## src/eff_addr_pkg.sv

```systemverilog
package eff_addr_pkg;

    localparam int WORD_W = 24;
    localparam int ADDR_W = 15;
    localparam int CHAR_W = 17;
    localparam int IDX_W = 2;
    localparam int NUM_IDX = 3;
    // instruction word layout: op[23:18] a[17] b[16:15] m[14:0]
    localparam int MODE_POS = 17;
    localparam int IDXD_POS = 15;
    localparam logic [1:0] MIXED_ONES = 2'h3;
    localparam logic [23:0] WORD_RST = 24'h000000;

    typedef enum logic [1:0] {
        KIND_NOADDR,
        KIND_WORD,
        KIND_CHAR,
        KIND_SHIFT
    } kind_t;

    typedef enum logic [1:0] {
        FLAG_NONE,
        FLAG_DESIG,
        FLAG_FIELD,
        FLAG_MIXED
    } flag_mode_t;

    typedef struct packed {
        logic [WORD_W-1:0] word;
        kind_t kind;
        flag_mode_t flag_mode;
        logic [IDX_W-1:0] field_flag;
        logic needs_option;
        logic option_present;
    } instr_req_t;

    typedef struct packed {
        logic [CHAR_W-1:0] addr;
        logic [WORD_W-1:0] word;
        logic trap;
    } ea_result_t;

endpackage

```

## src/effective_address_generator.sv

```systemverilog
// Functional notes
// - two-bit designator selects one index register
// - modify word, character or shift fields
// - business_data_processor flag: 1,3 first, 2 second
// - mixed indexing adds low fifteen word bits
// - no-address mode takes operand directly
// - mode zero means direct, optionally indexed
// - mode one means indirect, word addresses only
// - indirect chain repeats until mode zero
// - indexing and indirection are independent
// - indirect word replaces address, mode, designator
// - character addresses seventeen bits, never indirect
// - trap instruction when option module missing
// - signal read_next_instruction after each instruction
`timescale 1ns/100ps
module effective_address_generator
    import eff_addr_pkg::*;
(
    input wire logic i_clk, // processor clock
    input wire logic i_rst_n, // async reset, active low
    input wire logic i_start, // take a new instruction
    input wire eff_addr_pkg::instr_req_t i_req, // instruction and decode
    input wire logic [eff_addr_pkg::CHAR_W-1:0] i_index1, // index register 1
    input wire logic [eff_addr_pkg::CHAR_W-1:0] i_index2, // index register 2
    input wire logic [eff_addr_pkg::CHAR_W-1:0] i_index3, // index register 3
    input wire logic i_mem_ack, // storage returns word
    input wire logic [eff_addr_pkg::WORD_W-1:0] i_mem_data, // indirect word
    output logic o_busy, // forming address
    output logic o_mem_req, // storage read request
    output logic [eff_addr_pkg::ADDR_W-1:0] o_mem_addr, // storage read address
    output logic o_done, // result valid pulse
    output eff_addr_pkg::ea_result_t o_result, // effective address
    output logic [7:0] o_levels, // indirect levels taken
    output logic o_read_next // read_next_instruction pulse
);
    import eff_addr_pkg::*;

    typedef enum logic [1:0] {
        ST_IDLE,
        ST_FORM,
        ST_FETCH,
        ST_NEXT
    } state_t;

    ////////////////////////////////////////////////////////////////////////
    // one's-complement add, end-around carry, width CHAR_W
    function automatic logic [CHAR_W-1:0] oc_add(input logic [CHAR_W-1:0] x,
                                                   input logic [CHAR_W-1:0] y);
        logic [CHAR_W:0] s;
        s = {1'b0, x} + {1'b0, y};
        return s[CHAR_W-1:0] + {{(CHAR_W-1){1'b0}}, s[CHAR_W]};
    endfunction

    // index register selected by number, zero means no indexing
    function automatic logic [CHAR_W-1:0] pick(input logic [1:0] n,
                                                 input logic [CHAR_W-1:0] r1,
                                                 input logic [CHAR_W-1:0] r2,
                                                 input logic [CHAR_W-1:0] r3);
        case (n)
            2'h1: pick = r1;
            2'h2: pick = r2;
            2'h3: pick = r3;
            default: pick = '0;
        endcase
    endfunction

    state_t state_q, state_d;
    instr_req_t req_q;
    logic [WORD_W-1:0] word_q;
    logic [7:0] lev_q;

    ////////////////////////////////////////////////////////////////////////
    // decode of the current (possibly substituted) word
    wire logic mode_bit = word_q[MODE_POS];
    wire logic [1:0] desig = word_q[IDXD_POS+1:IDXD_POS];
    wire logic [1:0] bflag = req_q.field_flag;
    wire logic [1:0] field_sel = (bflag == 2'h3) ? 2'h1 : bflag;
    wire logic [1:0] idx_num = (req_q.flag_mode == FLAG_DESIG) ? desig :
                               (req_q.flag_mode == FLAG_NONE) ? 2'h0 : field_sel;
    wire logic [CHAR_W-1:0] idx_val = pick(idx_num, i_index1, i_index2, i_index3);
    wire logic [CHAR_W-1:0] char_raw = word_q[CHAR_W-1:0];
    // mixed form uses only low fifteen bits
    wire logic [CHAR_W-1:0] word_raw = {2'h0, word_q[ADDR_W-1:0]};
    wire logic [CHAR_W-1:0] base = (req_q.kind == KIND_CHAR) ? char_raw : word_raw;
    wire logic [CHAR_W-1:0] sum17 = oc_add(base, idx_val);
    wire logic [CHAR_W-1:0] modified = (req_q.kind == KIND_CHAR) ? sum17 :
                                       {2'h0, sum17[ADDR_W-1:0]};
    // indirection only for word execution addresses
    wire logic want_ind = (req_q.kind == KIND_WORD) && mode_bit
                          && (req_q.flag_mode == FLAG_DESIG);
    wire logic trap_now = req_q.needs_option && !req_q.option_present;

    ////////////////////////////////////////////////////////////////////////
    always_comb begin
        state_d = state_q;
        case (state_q)
            ST_IDLE: begin
                if (i_start) begin
                    state_d = ST_FORM;
                end
            end
            ST_FORM: begin
                if (!trap_now && req_q.kind != KIND_NOADDR && want_ind) begin
                    state_d = ST_FETCH;
                end else begin
                    state_d = ST_NEXT;
                end
            end
            ST_FETCH: begin
                if (i_mem_ack) begin
                    state_d = ST_FORM;
                end
            end
            ST_NEXT: state_d = ST_IDLE;
            default: state_d = ST_IDLE;
        endcase
    end

    always_ff @(posedge i_clk or negedge i_rst_n) begin
        if (!i_rst_n) begin
            state_q <= ST_IDLE;
            req_q <= '0;
            word_q <= WORD_RST;
            lev_q <= 8'h00;
            o_busy <= 1'b0;
            o_mem_req <= 1'b0;
            o_mem_addr <= '0;
            o_done <= 1'b0;
            o_result <= '0;
            o_levels <= 8'h00;
            o_read_next <= 1'b0;
        end else begin
            state_q <= state_d;
            o_done <= 1'b0;
            o_read_next <= 1'b0;
            case (state_q)
                ST_IDLE: begin
                    if (i_start) begin
                        req_q <= i_req;
                        word_q <= i_req.word;
                        lev_q <= 8'h00;
                        o_busy <= 1'b1;
                    end
                end
                ST_FORM: begin
                    if (!trap_now && req_q.kind != KIND_NOADDR && want_ind) begin
                        o_mem_req <= 1'b1;
                        o_mem_addr <= modified[ADDR_W-1:0];
                    end else begin
                        o_done <= 1'b1;
                        o_result.trap <= trap_now;
                        o_result.word <= word_q;
                        o_levels <= lev_q;
                        // no-address takes low field as is
                        if (req_q.kind == KIND_NOADDR) begin
                            o_result.addr <= {2'h0, word_q[ADDR_W-1:0]};
                        end else begin
                            o_result.addr <= modified;
                        end
                    end
                end
                ST_FETCH: begin
                    if (i_mem_ack) begin
                        o_mem_req <= 1'b0;
                        word_q <= {word_q[WORD_W-1:MODE_POS+1],
                                   i_mem_data[MODE_POS:0]};
                        lev_q <= lev_q + 8'h01;
                    end
                end
                ST_NEXT: begin
                    o_read_next <= 1'b1;
                    o_busy <= 1'b0;
                end
                default: o_busy <= 1'b0;
            endcase
        end
    end

    ////////////////////////////////////////////////////////////////////////
    // designator three picks third
    a_idx_select: assert property (@(posedge i_clk) disable iff (!i_rst_n)
        (state_q == ST_FORM && req_q.flag_mode == FLAG_DESIG && desig == 2'h3)
        |-> idx_val == i_index3) else $error("designator select wrong");

    a_no_flag_zero: assert property (@(posedge i_clk) disable iff (!i_rst_n)
        (state_q == ST_FORM && req_q.flag_mode == FLAG_NONE)
        |-> idx_val == '0) else $error("index added without flag");

    a_field_flag_map: assert property (@(posedge i_clk) disable iff (!i_rst_n)
        (state_q == ST_FORM && req_q.flag_mode == FLAG_FIELD && bflag == 2'h3)
        |-> idx_val == i_index1) else $error("flag three must use first");

    a_field_flag_one: assert property (@(posedge i_clk) disable iff (!i_rst_n)
        (state_q == ST_FORM && req_q.flag_mode == FLAG_FIELD && bflag == 2'h1)
        |-> idx_val == i_index1) else $error("flag one must use first");

    a_field_flag_two: assert property (@(posedge i_clk) disable iff (!i_rst_n)
        (state_q == ST_FORM && req_q.flag_mode == FLAG_FIELD && bflag == 2'h2)
        |-> idx_val == i_index2) else $error("flag two must use second");

    a_field_flag_zero: assert property (@(posedge i_clk) disable iff (!i_rst_n)
        (state_q == ST_FORM && req_q.flag_mode == FLAG_FIELD && bflag == 2'h0)
        |-> idx_val == '0) else $error("flag zero must not index");

    a_mixed_low15: assert property (@(posedge i_clk) disable iff (!i_rst_n)
        (state_q == ST_FORM && req_q.kind != KIND_CHAR && !want_ind && !trap_now)
        |=> o_result.addr[CHAR_W-1:ADDR_W] == 2'h0) else $error("upper word bits used");

    a_noaddr_direct: assert property (@(posedge i_clk) disable iff (!i_rst_n)
        (state_q == ST_FORM && req_q.kind == KIND_NOADDR)
        |=> o_done && o_result.addr == {2'h0, $past(word_q[ADDR_W-1:0])})
        else $error("no-address operand altered");

    a_noaddr_no_fetch: assert property (@(posedge i_clk) disable iff (!i_rst_n)
        (state_q == ST_FORM && req_q.kind == KIND_NOADDR)
        |=> !o_mem_req) else $error("no-address form fetched");

    a_direct_no_fetch: assert property (@(posedge i_clk) disable iff (!i_rst_n)
        (state_q == ST_FORM && !mode_bit)
        |=> !o_mem_req) else $error("direct mode fetched");

    a_char_no_ind: assert property (@(posedge i_clk) disable iff (!i_rst_n)
        (state_q == ST_FORM && req_q.kind == KIND_CHAR)
        |=> !o_mem_req) else $error("character form went indirect");

    a_char_plain: assert property (@(posedge i_clk) disable iff (!i_rst_n)
        (state_q == ST_FORM && req_q.kind == KIND_CHAR && req_q.flag_mode == FLAG_NONE)
        |=> o_result.addr == $past(char_raw)) else $error("character address altered");

    a_ind_fetch: assert property (@(posedge i_clk) disable iff (!i_rst_n)
        (state_q == ST_FORM && want_ind && !trap_now)
        |=> o_mem_req && o_mem_addr == $past(modified[ADDR_W-1:0]))
        else $error("indirect fetch missing");

    a_req_hold: assert property (@(posedge i_clk) disable iff (!i_rst_n)
        (o_mem_req && !i_mem_ack)
        |=> o_mem_req && $stable(o_mem_addr)) else $error("request dropped early");

    a_req_drop: assert property (@(posedge i_clk) disable iff (!i_rst_n)
        (state_q == ST_FETCH && i_mem_ack)
        |=> !o_mem_req) else $error("request not released");

    a_chain_level: assert property (@(posedge i_clk) disable iff (!i_rst_n)
        (state_q == ST_FETCH && i_mem_ack)
        |=> state_q == ST_FORM && lev_q == $past(lev_q) + 8'h01)
        else $error("level not counted");

    a_levels_match: assert property (@(posedge i_clk) disable iff (!i_rst_n)
        o_done
        |-> o_levels == lev_q) else $error("level count wrong");

    a_substitute: assert property (@(posedge i_clk) disable iff (!i_rst_n)
        (state_q == ST_FETCH && i_mem_ack)
        |=> word_q == {$past(word_q[WORD_W-1:MODE_POS+1]), $past(i_mem_data[MODE_POS:0])})
        else $error("indirect word not substituted");

    a_opcode_kept: assert property (@(posedge i_clk) disable iff (!i_rst_n)
        o_done |-> o_result.word[WORD_W-1:MODE_POS+1] == req_q.word[WORD_W-1:MODE_POS+1])
        else $error("operation code changed");

    a_trap_flag: assert property (@(posedge i_clk) disable iff (!i_rst_n)
        (state_q == ST_FORM && trap_now)
        |=> o_done && o_result.trap) else $error("trap not flagged");

    a_trap_no_fetch: assert property (@(posedge i_clk) disable iff (!i_rst_n)
        (state_q == ST_FORM && trap_now)
        |=> !o_mem_req) else $error("trapped instruction fetched");

    a_done_pulse: assert property (@(posedge i_clk) disable iff (!i_rst_n)
        o_done
        |=> !o_done) else $error("done longer than a cycle");

    a_next_follows: assert property (@(posedge i_clk) disable iff (!i_rst_n)
        o_done
        |=> o_read_next && !o_busy) else $error("no read next pulse");

    // next step strobe lasts one cycle
    a_next_pulse: assert property (@(posedge i_clk) disable iff (!i_rst_n)
        o_read_next
        |=> !o_read_next) else $error("read next longer than a cycle");

    a_oc_add: assert property (@(posedge i_clk) disable iff (!i_rst_n)
        (state_q == ST_FORM && idx_val == '1 && base != '0)
        |-> sum17 == base) else $error("minus zero add changed value");

endmodule

```

## config.mk

```make
export PLATFORM = sky130hd
export DESIGN_NAME = effective_address_generator
export DESIGN_NICKNAME = d
export VERILOG_FILES = /design/src/eff_addr_pkg.sv /design/src/effective_address_generator.sv
export SDC_FILE = /design/constraint.sdc
export NUM_CORES = 1
export LEC_CHECK = 0
export ABC_AREA = 1
export BUFFER_PORTS_ARGS = -buffer_cell sky130_fd_sc_hd__buf_2
export CORE_UTILIZATION = 57
export CTS_CLUSTER_DIAMETER = 50
export CTS_CLUSTER_SIZE = 28
export DETAILED_ROUTE_END_ITERATION = 12
export HOLD_SLACK_MARGIN = 0.12
export PLACE_DENSITY = 0.86
export SYNTH_ARGS = -nofsm -noshare
export SYNTH_HDL_FRONTEND = slang
export SYNTH_SLANG_ARGS = --single-unit
```

## constraint.sdc

```tcl
create_clock -name i_clk -period 11.3 [get_ports i_clk]
set_input_delay 2.26 -clock i_clk [delete_from_list [all_inputs] [get_ports i_clk]]
set_output_delay 2.26 -clock i_clk [all_outputs]
set_load 0.01 [all_outputs]
```

---- Yosys cells after proc, flatten, opt, wreduce, memory -nomap -nowiden ----
Cells that the tools add are included.
storage, ports and cells
  register bits ........................... 111
  input port bits ......................... 111
  output and inout bits ................... 69
  logic and storage cells ................. 83
cells by class
  add/subtract/negate cells ............... 3
  equality and inequality tests ........... 13
  multiplexer cells ....................... 25
  bitwise gates (word level) .............. 2
  reduce and logical (&&, ||, !) cells .... 22
operators by type and width
  cell                                                 count
  two-way mux 17 bit                                   3
  case mux 17 bit (3 select lines)                     1
  case mux 24 bit (2 select lines)                     1
  two-way mux 24 bit                                   1
  adder 17 x 17 -> 18 bit                              1
  two-way mux 18 bit                                   1
  adder 17 x 1 -> 17 bit                               1
  two-way mux 8 bit                                    2
  case mux 8 bit (2 select lines)                      1
  equality test 2 bit, second input constant           6
  two-way mux 2 bit                                    5
  AND reduction 2 bit                                  5
  AND reduction 3 bit                                  3
  adder 8 x 1 -> 8 bit, second input constant          1
  equality test 2 x 1 -> 1 bit, second input constant  4
  case mux 2 bit (4 select lines)                      1
  nonzero test 2 bit                                   4
  two-way mux 1 bit                                    7
  zero test 2 bit                                      3
  inequality test 2 bit, second input constant         3
  logical AND 1 bit                                    5
  case mux 1 bit (2 select lines)                      2
  zero test 1 bit                                      2
  NOT 1 bit                                            2

---- Depth between registers and ports, before layout ----
Gate-level depths: netlist of run 1.
  depth after elaboration ................. 10
  mapped depth ............................ 31
  mapped depth without buffers ............ 31

---- Worst setup path after synthesis of run 1 ----
OpenSTA, ideal clock, no wires.
  kind .................................... input -> register
  from .................................... input i_index2[6] (netlist name)
  to ...................................... register o_result[37] (netlist name)
  setup time .............................. 0.121 ns
  arrival ................................. 4.686 ns
  data required time ...................... 11.179 ns
  setup slack ............................. 6.494 ns
  cell stages on the path ................. 23
  path buffers ............................ 0
  cell sequence ........................... nand3_1 > nand3_1 > ha_1 > nand2_1 > nor2_1 > nand2_2 > nand2_1 > nand2_1 > nand2_1 > a21oi_1 > o21bai_1 > ha_1 > ha_1 > and2_2 > nand3_2 > nor2_4 > nand2_4 > nor2_8 > nand2_2 > nand2_1 > nand2_1 > o21ai_1 > nand2_1
between the ends
  word-level cells in the longest chain between the ends .. 5
RTL lines
  what                              line                                text
  start: declaration                effective_address_generator.sv:24   input wire logic [eff_addr_pkg::CHAR_W-1:0] i_index2,
  case mux 17 bit (3 select lines)  effective_address_generator.sv:59   case (n)
  adder 17 x 17 -> 18 bit           effective_address_generator.sv:50   s = {1'b0, x} + {1'b0, y};
  adder 17 x 1 -> 17 bit            effective_address_generator.sv:51   return s[CHAR_W-1:0] + {{(CHAR_W-1){1'b0}}, s[CHAR_W]};
  two-way mux 17 bit                effective_address_generator.sv:86   wire logic [CHAR_W-1:0] modified = (req_q.kind == KIND_CHAR) ? sum17 :
  two-way mux 17 bit                effective_address_generator.sv:155  if (req_q.kind == KIND_NOADDR) begin
  end: declaration                  effective_address_generator.sv:32   output eff_addr_pkg::ea_result_t o_result,
Every way passes these cells.
A chain may end at the register's enable or synchronous reset.

---- Worst setup path in the final report of run 1 ----
  from .................................... input i_index2[13] (netlist name)
  to ...................................... register o_result[37] (netlist name)
Same word-level chain as after synthesis.

==> results of run 1 <==
## routing by layer
layer	vias up	wire [um]	track usage [%]	part of all wire, %
li1	3215	-	-	-
met1	2954	7550	40.5	44
met2	282	7980	49.2	46
met3	33	1330	4.66	7.7
met4	0	417	9.56	2.4
met5	-	0	0	0
## cell families after synthesis
family,Yosys count
AO/OA/AOI/OAI,99
AND/OR/NAND/NOR,552
flip-flops,111
buffers and inverters,123
adder cells (fa/ha/maj),22
XOR/XNOR,5
## area by class of cell
cell class	instances	area (um2)
Clock buffer	9	225
Clock inverter	6	78.8
Fill cell	910	3200
Inverter	94	353
Multi-Input combinational cell	678	3260
Sequential cell	111	2780
Tap cell	140	175
Timing Repair Buffer	178	906
## power groups by stage
stage          clock network, mW  logic, mW  registers [mW]
6_report                   0.327       1.90           0.712
5_1_grt                    0.343       2.14           0.727
4_1_cts                    0.330       1.89           0.707
3_5_place_dp                   0       1.87           0.710
3_3_place_gp                   0       1.83           0.708
2_1_floorplan                  0       1.37           0.724
## cell usage after synthesis, drive strengths merged
library cell,instances,area (um2)
a211oi,1,7.51
clkbuf,21,78.8
fa,1,20.0
nor4,2,12.5
o21bai,2,15.0
inv,91,342
o22ai,1,6.26
buf,8,35.0
and2,4,26.3
nand4,6,37.5
clkinv,3,11.3
xor2,4,35.0
dfrtp,111,2780
ha,21,263
and3,1,7.51
nand2,386,1520
o21ai,42,214
nand3,75,410
nor3,8,45.0
nand3b,1,11.3
o211ai,1,7.51
a31oi,20,125
nor2,69,323
a21oi,31,155
xnor2,1,8.76
a22oi,1,7.51
## through the flow
stage,area (um2),power (mW)
2_1_floorplan,6510,2.09
3_3_place_gp,7480,2.53
3_5_place_dp,7480,2.58
4_1_cts,7780,2.92
5_1_grt,7780,3.21
6_report,7780,2.94
## final timing paths
check | endpoint | cells past startpoint
max | o_result[37] | 23
min reg2reg | o_result[24] | 2
max in group asynchronous | o_result[29] | 2
min in group asynchronous | lev_q[7] | 1
min | o_result[24] | 2
max reg2reg | o_result[37] | 27
## placed cells by master (no fill, tap or decap), types with 6 or more instances in the layout
cell       synthesis  routed
nand2_1          364     363
nor2_2             7       7
inv_2              7       7
buf_4              0       6
nand4_1            6       6
buf_2              4     172
a31oi_1           20      20
ha_1              21      21
o21ai_0           35      35
nor3_1             7       7
dfrtp_1          111     111
nor2_1            57      57
clkbuf_16          0       9
o21ai_1            6       6
a21oi_1           31      31
inv_1             84      84
nand2_2           18      19
nand3_1           71      71
## worst reg2reg max path: cells and delay by family, from the launching register on
family	cells	cell delay, ns
simple gates	17	2.62
buf+inv	3	0.74
fa+ha+maj	3	0.63
compound gates	4	0.79
flops	1	0.38
## registers in the layout (all words and copies together) (netlist names)
signal	flops
state_q	2
word_q	24
o_busy	1
bflag	2
o_mem_addr	15
req_q	6
o_mem_req	1
o_done	1
o_read_next	1
o_result	42
lev_q	8
o_levels	8
==> flow_summary_export.csv, run 1 <==
group,metric,value,unit
final_layout,nets,1205,
placement,pre_cts_ws,5.75,ns
route,drt_iter0_drc,436,
global_routing,grt_first_pass_wirelength,27.3,mm
floorplanning,num_rows,38,
clocking,clkSlewWorstSetupHoldPaths,0.08,ns
power,combPwrFrac,64.7,%
route,drc,0,
synthesis,synth_xor_area_share,0.673,%
global_routing,grt_antenna_before_repair,0,
route,wl_per_cell,14.2,um
clocking,cts_tree,"done",
synthesis,seq_area_frac_synth,42.7,%
sta,tightest_slew,0.896,ns
worst_setup_path,path_buf_inv,2,
synthesis,ys_seq_elements,111,
placement,port_buffers,173,
worst_setup_path,arrival,5.50,ns
sta,skew,0.0127,ns
global_routing,track_usage,29.8,%
route,wirelength,17.3,mm
worst_setup_path,critical-path-max-stage-delay,0.39,ns
power,ir_drop,0.217,mV
synthesis,synth_top_family_by_area,"simple AND/OR/NAND/NOR gates",
worst_setup_path,crit_slowest_cell,"ha_1",
sta,period_needed,5.27,ns
route,drt.antenna.violating_nets,0,
clocking,ctsLongestPathBuffers,2,
sta,post-route-period-util,46.6,%
sta,slew_viol_final,0,
floorplanning,start_util,59.2,%
global_routing,grt_max_degree,75,
sta,fmax,190,MHz
clocking,cts_setup_buffers,0,
power,p_sw,1.57,mW
power,sw_frac_of_total,53.4,%
synthesis,syn_inst,912,
global_routing,grt_overflow_total,0,
synthesis,synth_fa_ha_area_share,4.35,%
worst_setup_path,crit_fanout,5,
sta,tns,0,ns
power,power_density,378,mW/mm2
global_routing,grt_pass1_vias,5844,
sta,relSlewSlack,40.3,%
clocking,root_buffer,"clkbuf_16",
route,first_pass_iters,5,
sta,setup_viol,0,
worst_setup_path,critPathCaptureType,"register",
floorplanning,die_h,109,um
synthesis,yosys.cell_types.count,39,
worst_setup_path,cpMostUsedCell,"nand2_1",
synthesis,synth_nets,1045,
final_layout,syn2layout_area_growth,19.6,%
worst_hold_path,hp-class,"reg -> reg",
clocking,clk_latency,0.34,ns
power,power_frac_seq,24.2,%
floorplanning,core_area,0.0110,mm2
power,p_leak,4.33,nW
sta,hold-worst-slack,0.477,ns
worst_setup_path,worst-setup-path-type,"in -> reg",
floorplanning,chipWidth,109,um
route,vias,6484,
worst_setup_path,reg2reg_slack,6.05,ns
placement,gp_congestion,0.879,
worst_setup_path,cp-startpoint,"i_index2[13]",
placement,place_hpwl,12.8,mm
synthesis,synthMuxAreaShare,0,%
final_layout,final_cells,1216,
clocking,cts_made_buffers,9,
synthesis,yosysWarnings,0,
synthesis,syn_area_per_cell,7.13,um2
synthesis,netlist_area,0.00651,mm2
final_layout,diodes,0,
floorplanning,pin_count,180,
worst_setup_path,start_kind,"primary input",
placement,dp_cells,1201,
power,power.internal,1.37,mW
sta,hold_viol,0,
power,p_clk_share,11.1,%
worst_setup_path,crit_family,"simple AND/OR/NAND/NOR gates",
clocking,cts-htree-levels,3,
sta,rsz0062_at_grt,"false",
worst_hold_path,hold_start,"word_q[23]",
floorplanning,dieArea,0.0118,mm2
synthesis,synth_compound_area_share,8.27,%
status,status,"complete, no violations",
clocking,clock_sinks,111,
sta,worst_slack,6.03,ns
clocking,ctsHoldBuffers,0,
route,avgViaCountPerCell,5.33,
worst_setup_path,r2r-start,"req_q[5]",
worst_setup_path,critPathRequiredTime,11.53,ns
final_layout,final_util,70.8,%
worst_setup_path,path_cells,"buf_2 -> nand3_1 -> nand3_1 -> ha_1 -> inv_1 -> nor3_1 -> and2_1 -> nand2_1 -> nand2_1 -> a21oi_1 -> o21bai_1 -> ha_1 -> ha_1 -> and2_2 -> nand3_2 -> nor2_4 -> nand2_4 -> nor2_8 -> nand2_2 -> nand2_1 -> nand2_1 -> o21ai_1 -> nand2_1",
flow_run,max_cap_viol_count,0,
clocking,cts_resized,0,
final_layout,drive_gt1_share,22.7,%
synthesis,synthSimpleGateAreaFrac,36.8,%
Power figures use the tool's default switching activity.
==> run 2: changes to the inputs <==
--- a/config.mk
+++ b/config.mk
@@ -7,12 +7,12 @@
 export LEC_CHECK = 0
 export ABC_AREA = 1
 export BUFFER_PORTS_ARGS = -buffer_cell sky130_fd_sc_hd__buf_2
-export CORE_UTILIZATION = 57
+export CORE_UTILIZATION = 53
 export CTS_CLUSTER_DIAMETER = 50
 export CTS_CLUSTER_SIZE = 28
 export DETAILED_ROUTE_END_ITERATION = 12
 export HOLD_SLACK_MARGIN = 0.12
-export PLACE_DENSITY = 0.86
+export PLACE_DENSITY = 0.81
 export SYNTH_ARGS = -nofsm -noshare
 export SYNTH_HDL_FRONTEND = slang
 export SYNTH_SLANG_ARGS = --single-unit
==> constraint.sdc (replaced) <==
create_clock -name i_clk -period 5.3 [get_ports i_clk]
set_input_delay 1.06 -clock i_clk [delete_from_list [all_inputs] [get_ports i_clk]]
set_output_delay 1.06 -clock i_clk [all_outputs]
set_load 0.01 [all_outputs]
==> flow_summary_export.csv, run 2 (same netlist as run 1, synthesis figures left out) <==
group,metric,value,unit
final_layout,reg_top3,"o_result (42), word_q (24), o_mem_addr (15)",
final_layout,drive_gt1_share,23.0,%
floorplanning,die_h,113,um
route,vias,6462,
route,wl_per_cell,14.6,um
final_layout,nets,1209,
worst_setup_path,arrival,4.78,ns
sta,fmax,220,MHz
worst_setup_path,crit_slowest_cell,"dfrtp_1",
placement,port_buffers,173,
global_routing,grt_overflow_total,0,
final_layout,largest_reg_flops,42,
power,power.internal,2.95,mW
sta,post-route-period-util,85.9,%
sta,skew,0.0105,ns
route,drt.antenna.violating_nets,0,
route,drt_iter0_drc,404,
clocking,ctsLongestPathBuffers,2,
floorplanning,pin_count,180,
power,combPwrFrac,65.3,%
clocking,cts_resized,0,
power,sw_frac_of_total,53.4,%
global_routing,grt_first_pass_wirelength,29.7,mm
power,finalPower,6.34,mW
sta,worst_slack,0.747,ns
flow_run,max_cap_viol_count,0,
clocking,cts_setup_buffers,0,
worst_setup_path,critical-path-max-stage-delay,0.39,ns
floorplanning,chipWidth,113,um
worst_hold_path,hp-class,"reg -> reg",
worst_setup_path,path_buf_inv,4,
global_routing,track_usage,30.0,%
sta,tightest_slew,0.873,ns
sta,relSlewSlack,41.8,%
clocking,clock_sinks,111,
final_layout,final_common_cell,"nand2_1",
clocking,cts_tree,"done",
clocking,ctsHoldBuffers,0,
global_routing,grt_max_degree,75,
clocking,root_buffer,"clkbuf_16",
final_layout,fill_cells,1056,
final_layout,diodes,0,
sta,rsz0062_at_grt,"false",
placement,pre_cts_ws,0.853,ns
worst_setup_path,cpMostUsedCell,"nand2_1",
final_layout,final_cell_mix,"nand2_1 (363), buf_2 (172), dfrtp_1 (111), inv_1 (84), nand3_1 (71)",
placement,dp_cells,1212,
clocking,cts_made_buffers,9,
final_layout,multiInputGateArea,0.00326,mm2
final_layout,top_register,"o_result",
power,p_sw,3.39,mW
floorplanning,num_rows,40,
clocking,clkSlewWorstSetupHoldPaths,0.07,ns
final_layout,final_cells,1228,
global_routing,grt_antenna_before_repair,0,
sta,slew_viol_final,0,
worst_setup_path,start_kind,"register",
floorplanning,start_util,54.2,%
power,p_leak,4.35,nW
final_layout,syn2layout_area_growth,20.2,%
power,power_density,811,mW/mm2
sta,hold_viol,0,
clocking,cts-htree-levels,3,
worst_setup_path,critPathRequiredTime,5.52,ns
power,ir_drop,0.354,mV
route,wirelength,18.0,mm
placement,gp_congestion,0.938,
placement,place_hpwl,13.6,mm
power,p_clk_share,11.0,%
worst_setup_path,crit_fanout,18,
sta,tns,0,ns
sta,period_needed,4.55,ns
worst_setup_path,worst-setup-path-type,"reg -> reg",
sta,setup_viol,0,
floorplanning,dieArea,0.0127,mm2
power,power_frac_seq,23.7,%
route,avgViaCountPerCell,5.26,
floorplanning,core_area,0.0120,mm2
final_layout,ff_latch_area,0.00278,mm2
worst_setup_path,crit_family,"simple AND/OR/NAND/NOR gates",
worst_setup_path,critPathCaptureType,"register",
status,status,"complete, no violations",
route,first_pass_iters,5,
route,drc,0,
global_routing,grt_pass1_vias,6184,
clocking,clk_latency,0.35,ns
-- run 2: cell count changes in the layout (fill, tap and decap cells not counted) --
cell        change
buf_4           +4
clkbuf_8        +1
clkinv_2        +2
clkinv_4        -3
clkinvlp_4      +1
inv_6           +1
inv_8           -1
-- run 2: power groups by stage --
stage                     sequential [mW]  combinational (mW)  clock (mW)
final                                1.50                4.15       0.695
after global routing                 1.54                4.69       0.739
after CTS                            1.50                4.13       0.705
after detailed placement             1.50                4.10           0
after global placement               1.50                4.02           0
after floorplan                      1.54                2.91           0
-- run 2: worst paths after layout --
path / start / to / slack, ns / cells after the start
max: req_q[5] / o_result[33] / 0.75 / 27
min: o_mem_addr[2] / o_mem_addr[2] / 0.48 / 2
max reg2reg: req_q[5] / o_result[33] / 0.75 / 27
min reg2reg: o_mem_addr[2] / o_mem_addr[2] / 0.48 / 2
max in group asynchronous: i_rst_n / o_mem_addr[6] / 3.43 / 2
min in group asynchronous: i_rst_n / lev_q[7] / 0.83 / 1
-- run 2: layer usage --
metal	part of all wire, %	routed length, um	global-route usage (%)	up-vias
met5	0	0	0	-
met4	3.7	663	12.9	0
met3	7.4	1330	6.48	42
met2	46	8350	48.6	241
met1	42	7630	39.1	2953
li1	-	-	-	3226
-- run 2: worst reg2reg max path, delay by kind of cell (launching register included) --
| kind | cells | cell delay, ns |
|---|---|---|
| buffers and inverters | 4 | 0.70 |
| and+or+nand+nor | 15 | 1.76 |
| adders and majority gates | 3 | 0.66 |
| xor gates and xnor gates | 1 | 0.28 |
| AOI/OAI and AO/OA | 4 | 0.64 |
| DFF | 1 | 0.39 |
-- run 2: area by class of cell --
cell class	count	area share, %
multi-input combinational	678	41.7
sequential	111	35.5
timing repair buffer	182	12.0
inverter	94	4.51
clock buffer	10	3.06
tap	147	2.35
clock inverter	6	0.864
-- run 2: per-stage QoR --
stage | area, um2 | hold slack, ns | utilization, %
floorplan | 6510 | 0.442 | -
global placement | 7510 | 0.449 | 62.6
detailed placement | 7510 | 0.461 | 62.6
CTS | 7820 | 0.477 | 65.1
global route | 7820 | 0.502 | 65.1
finish | 7820 | 0.477 | 65.1
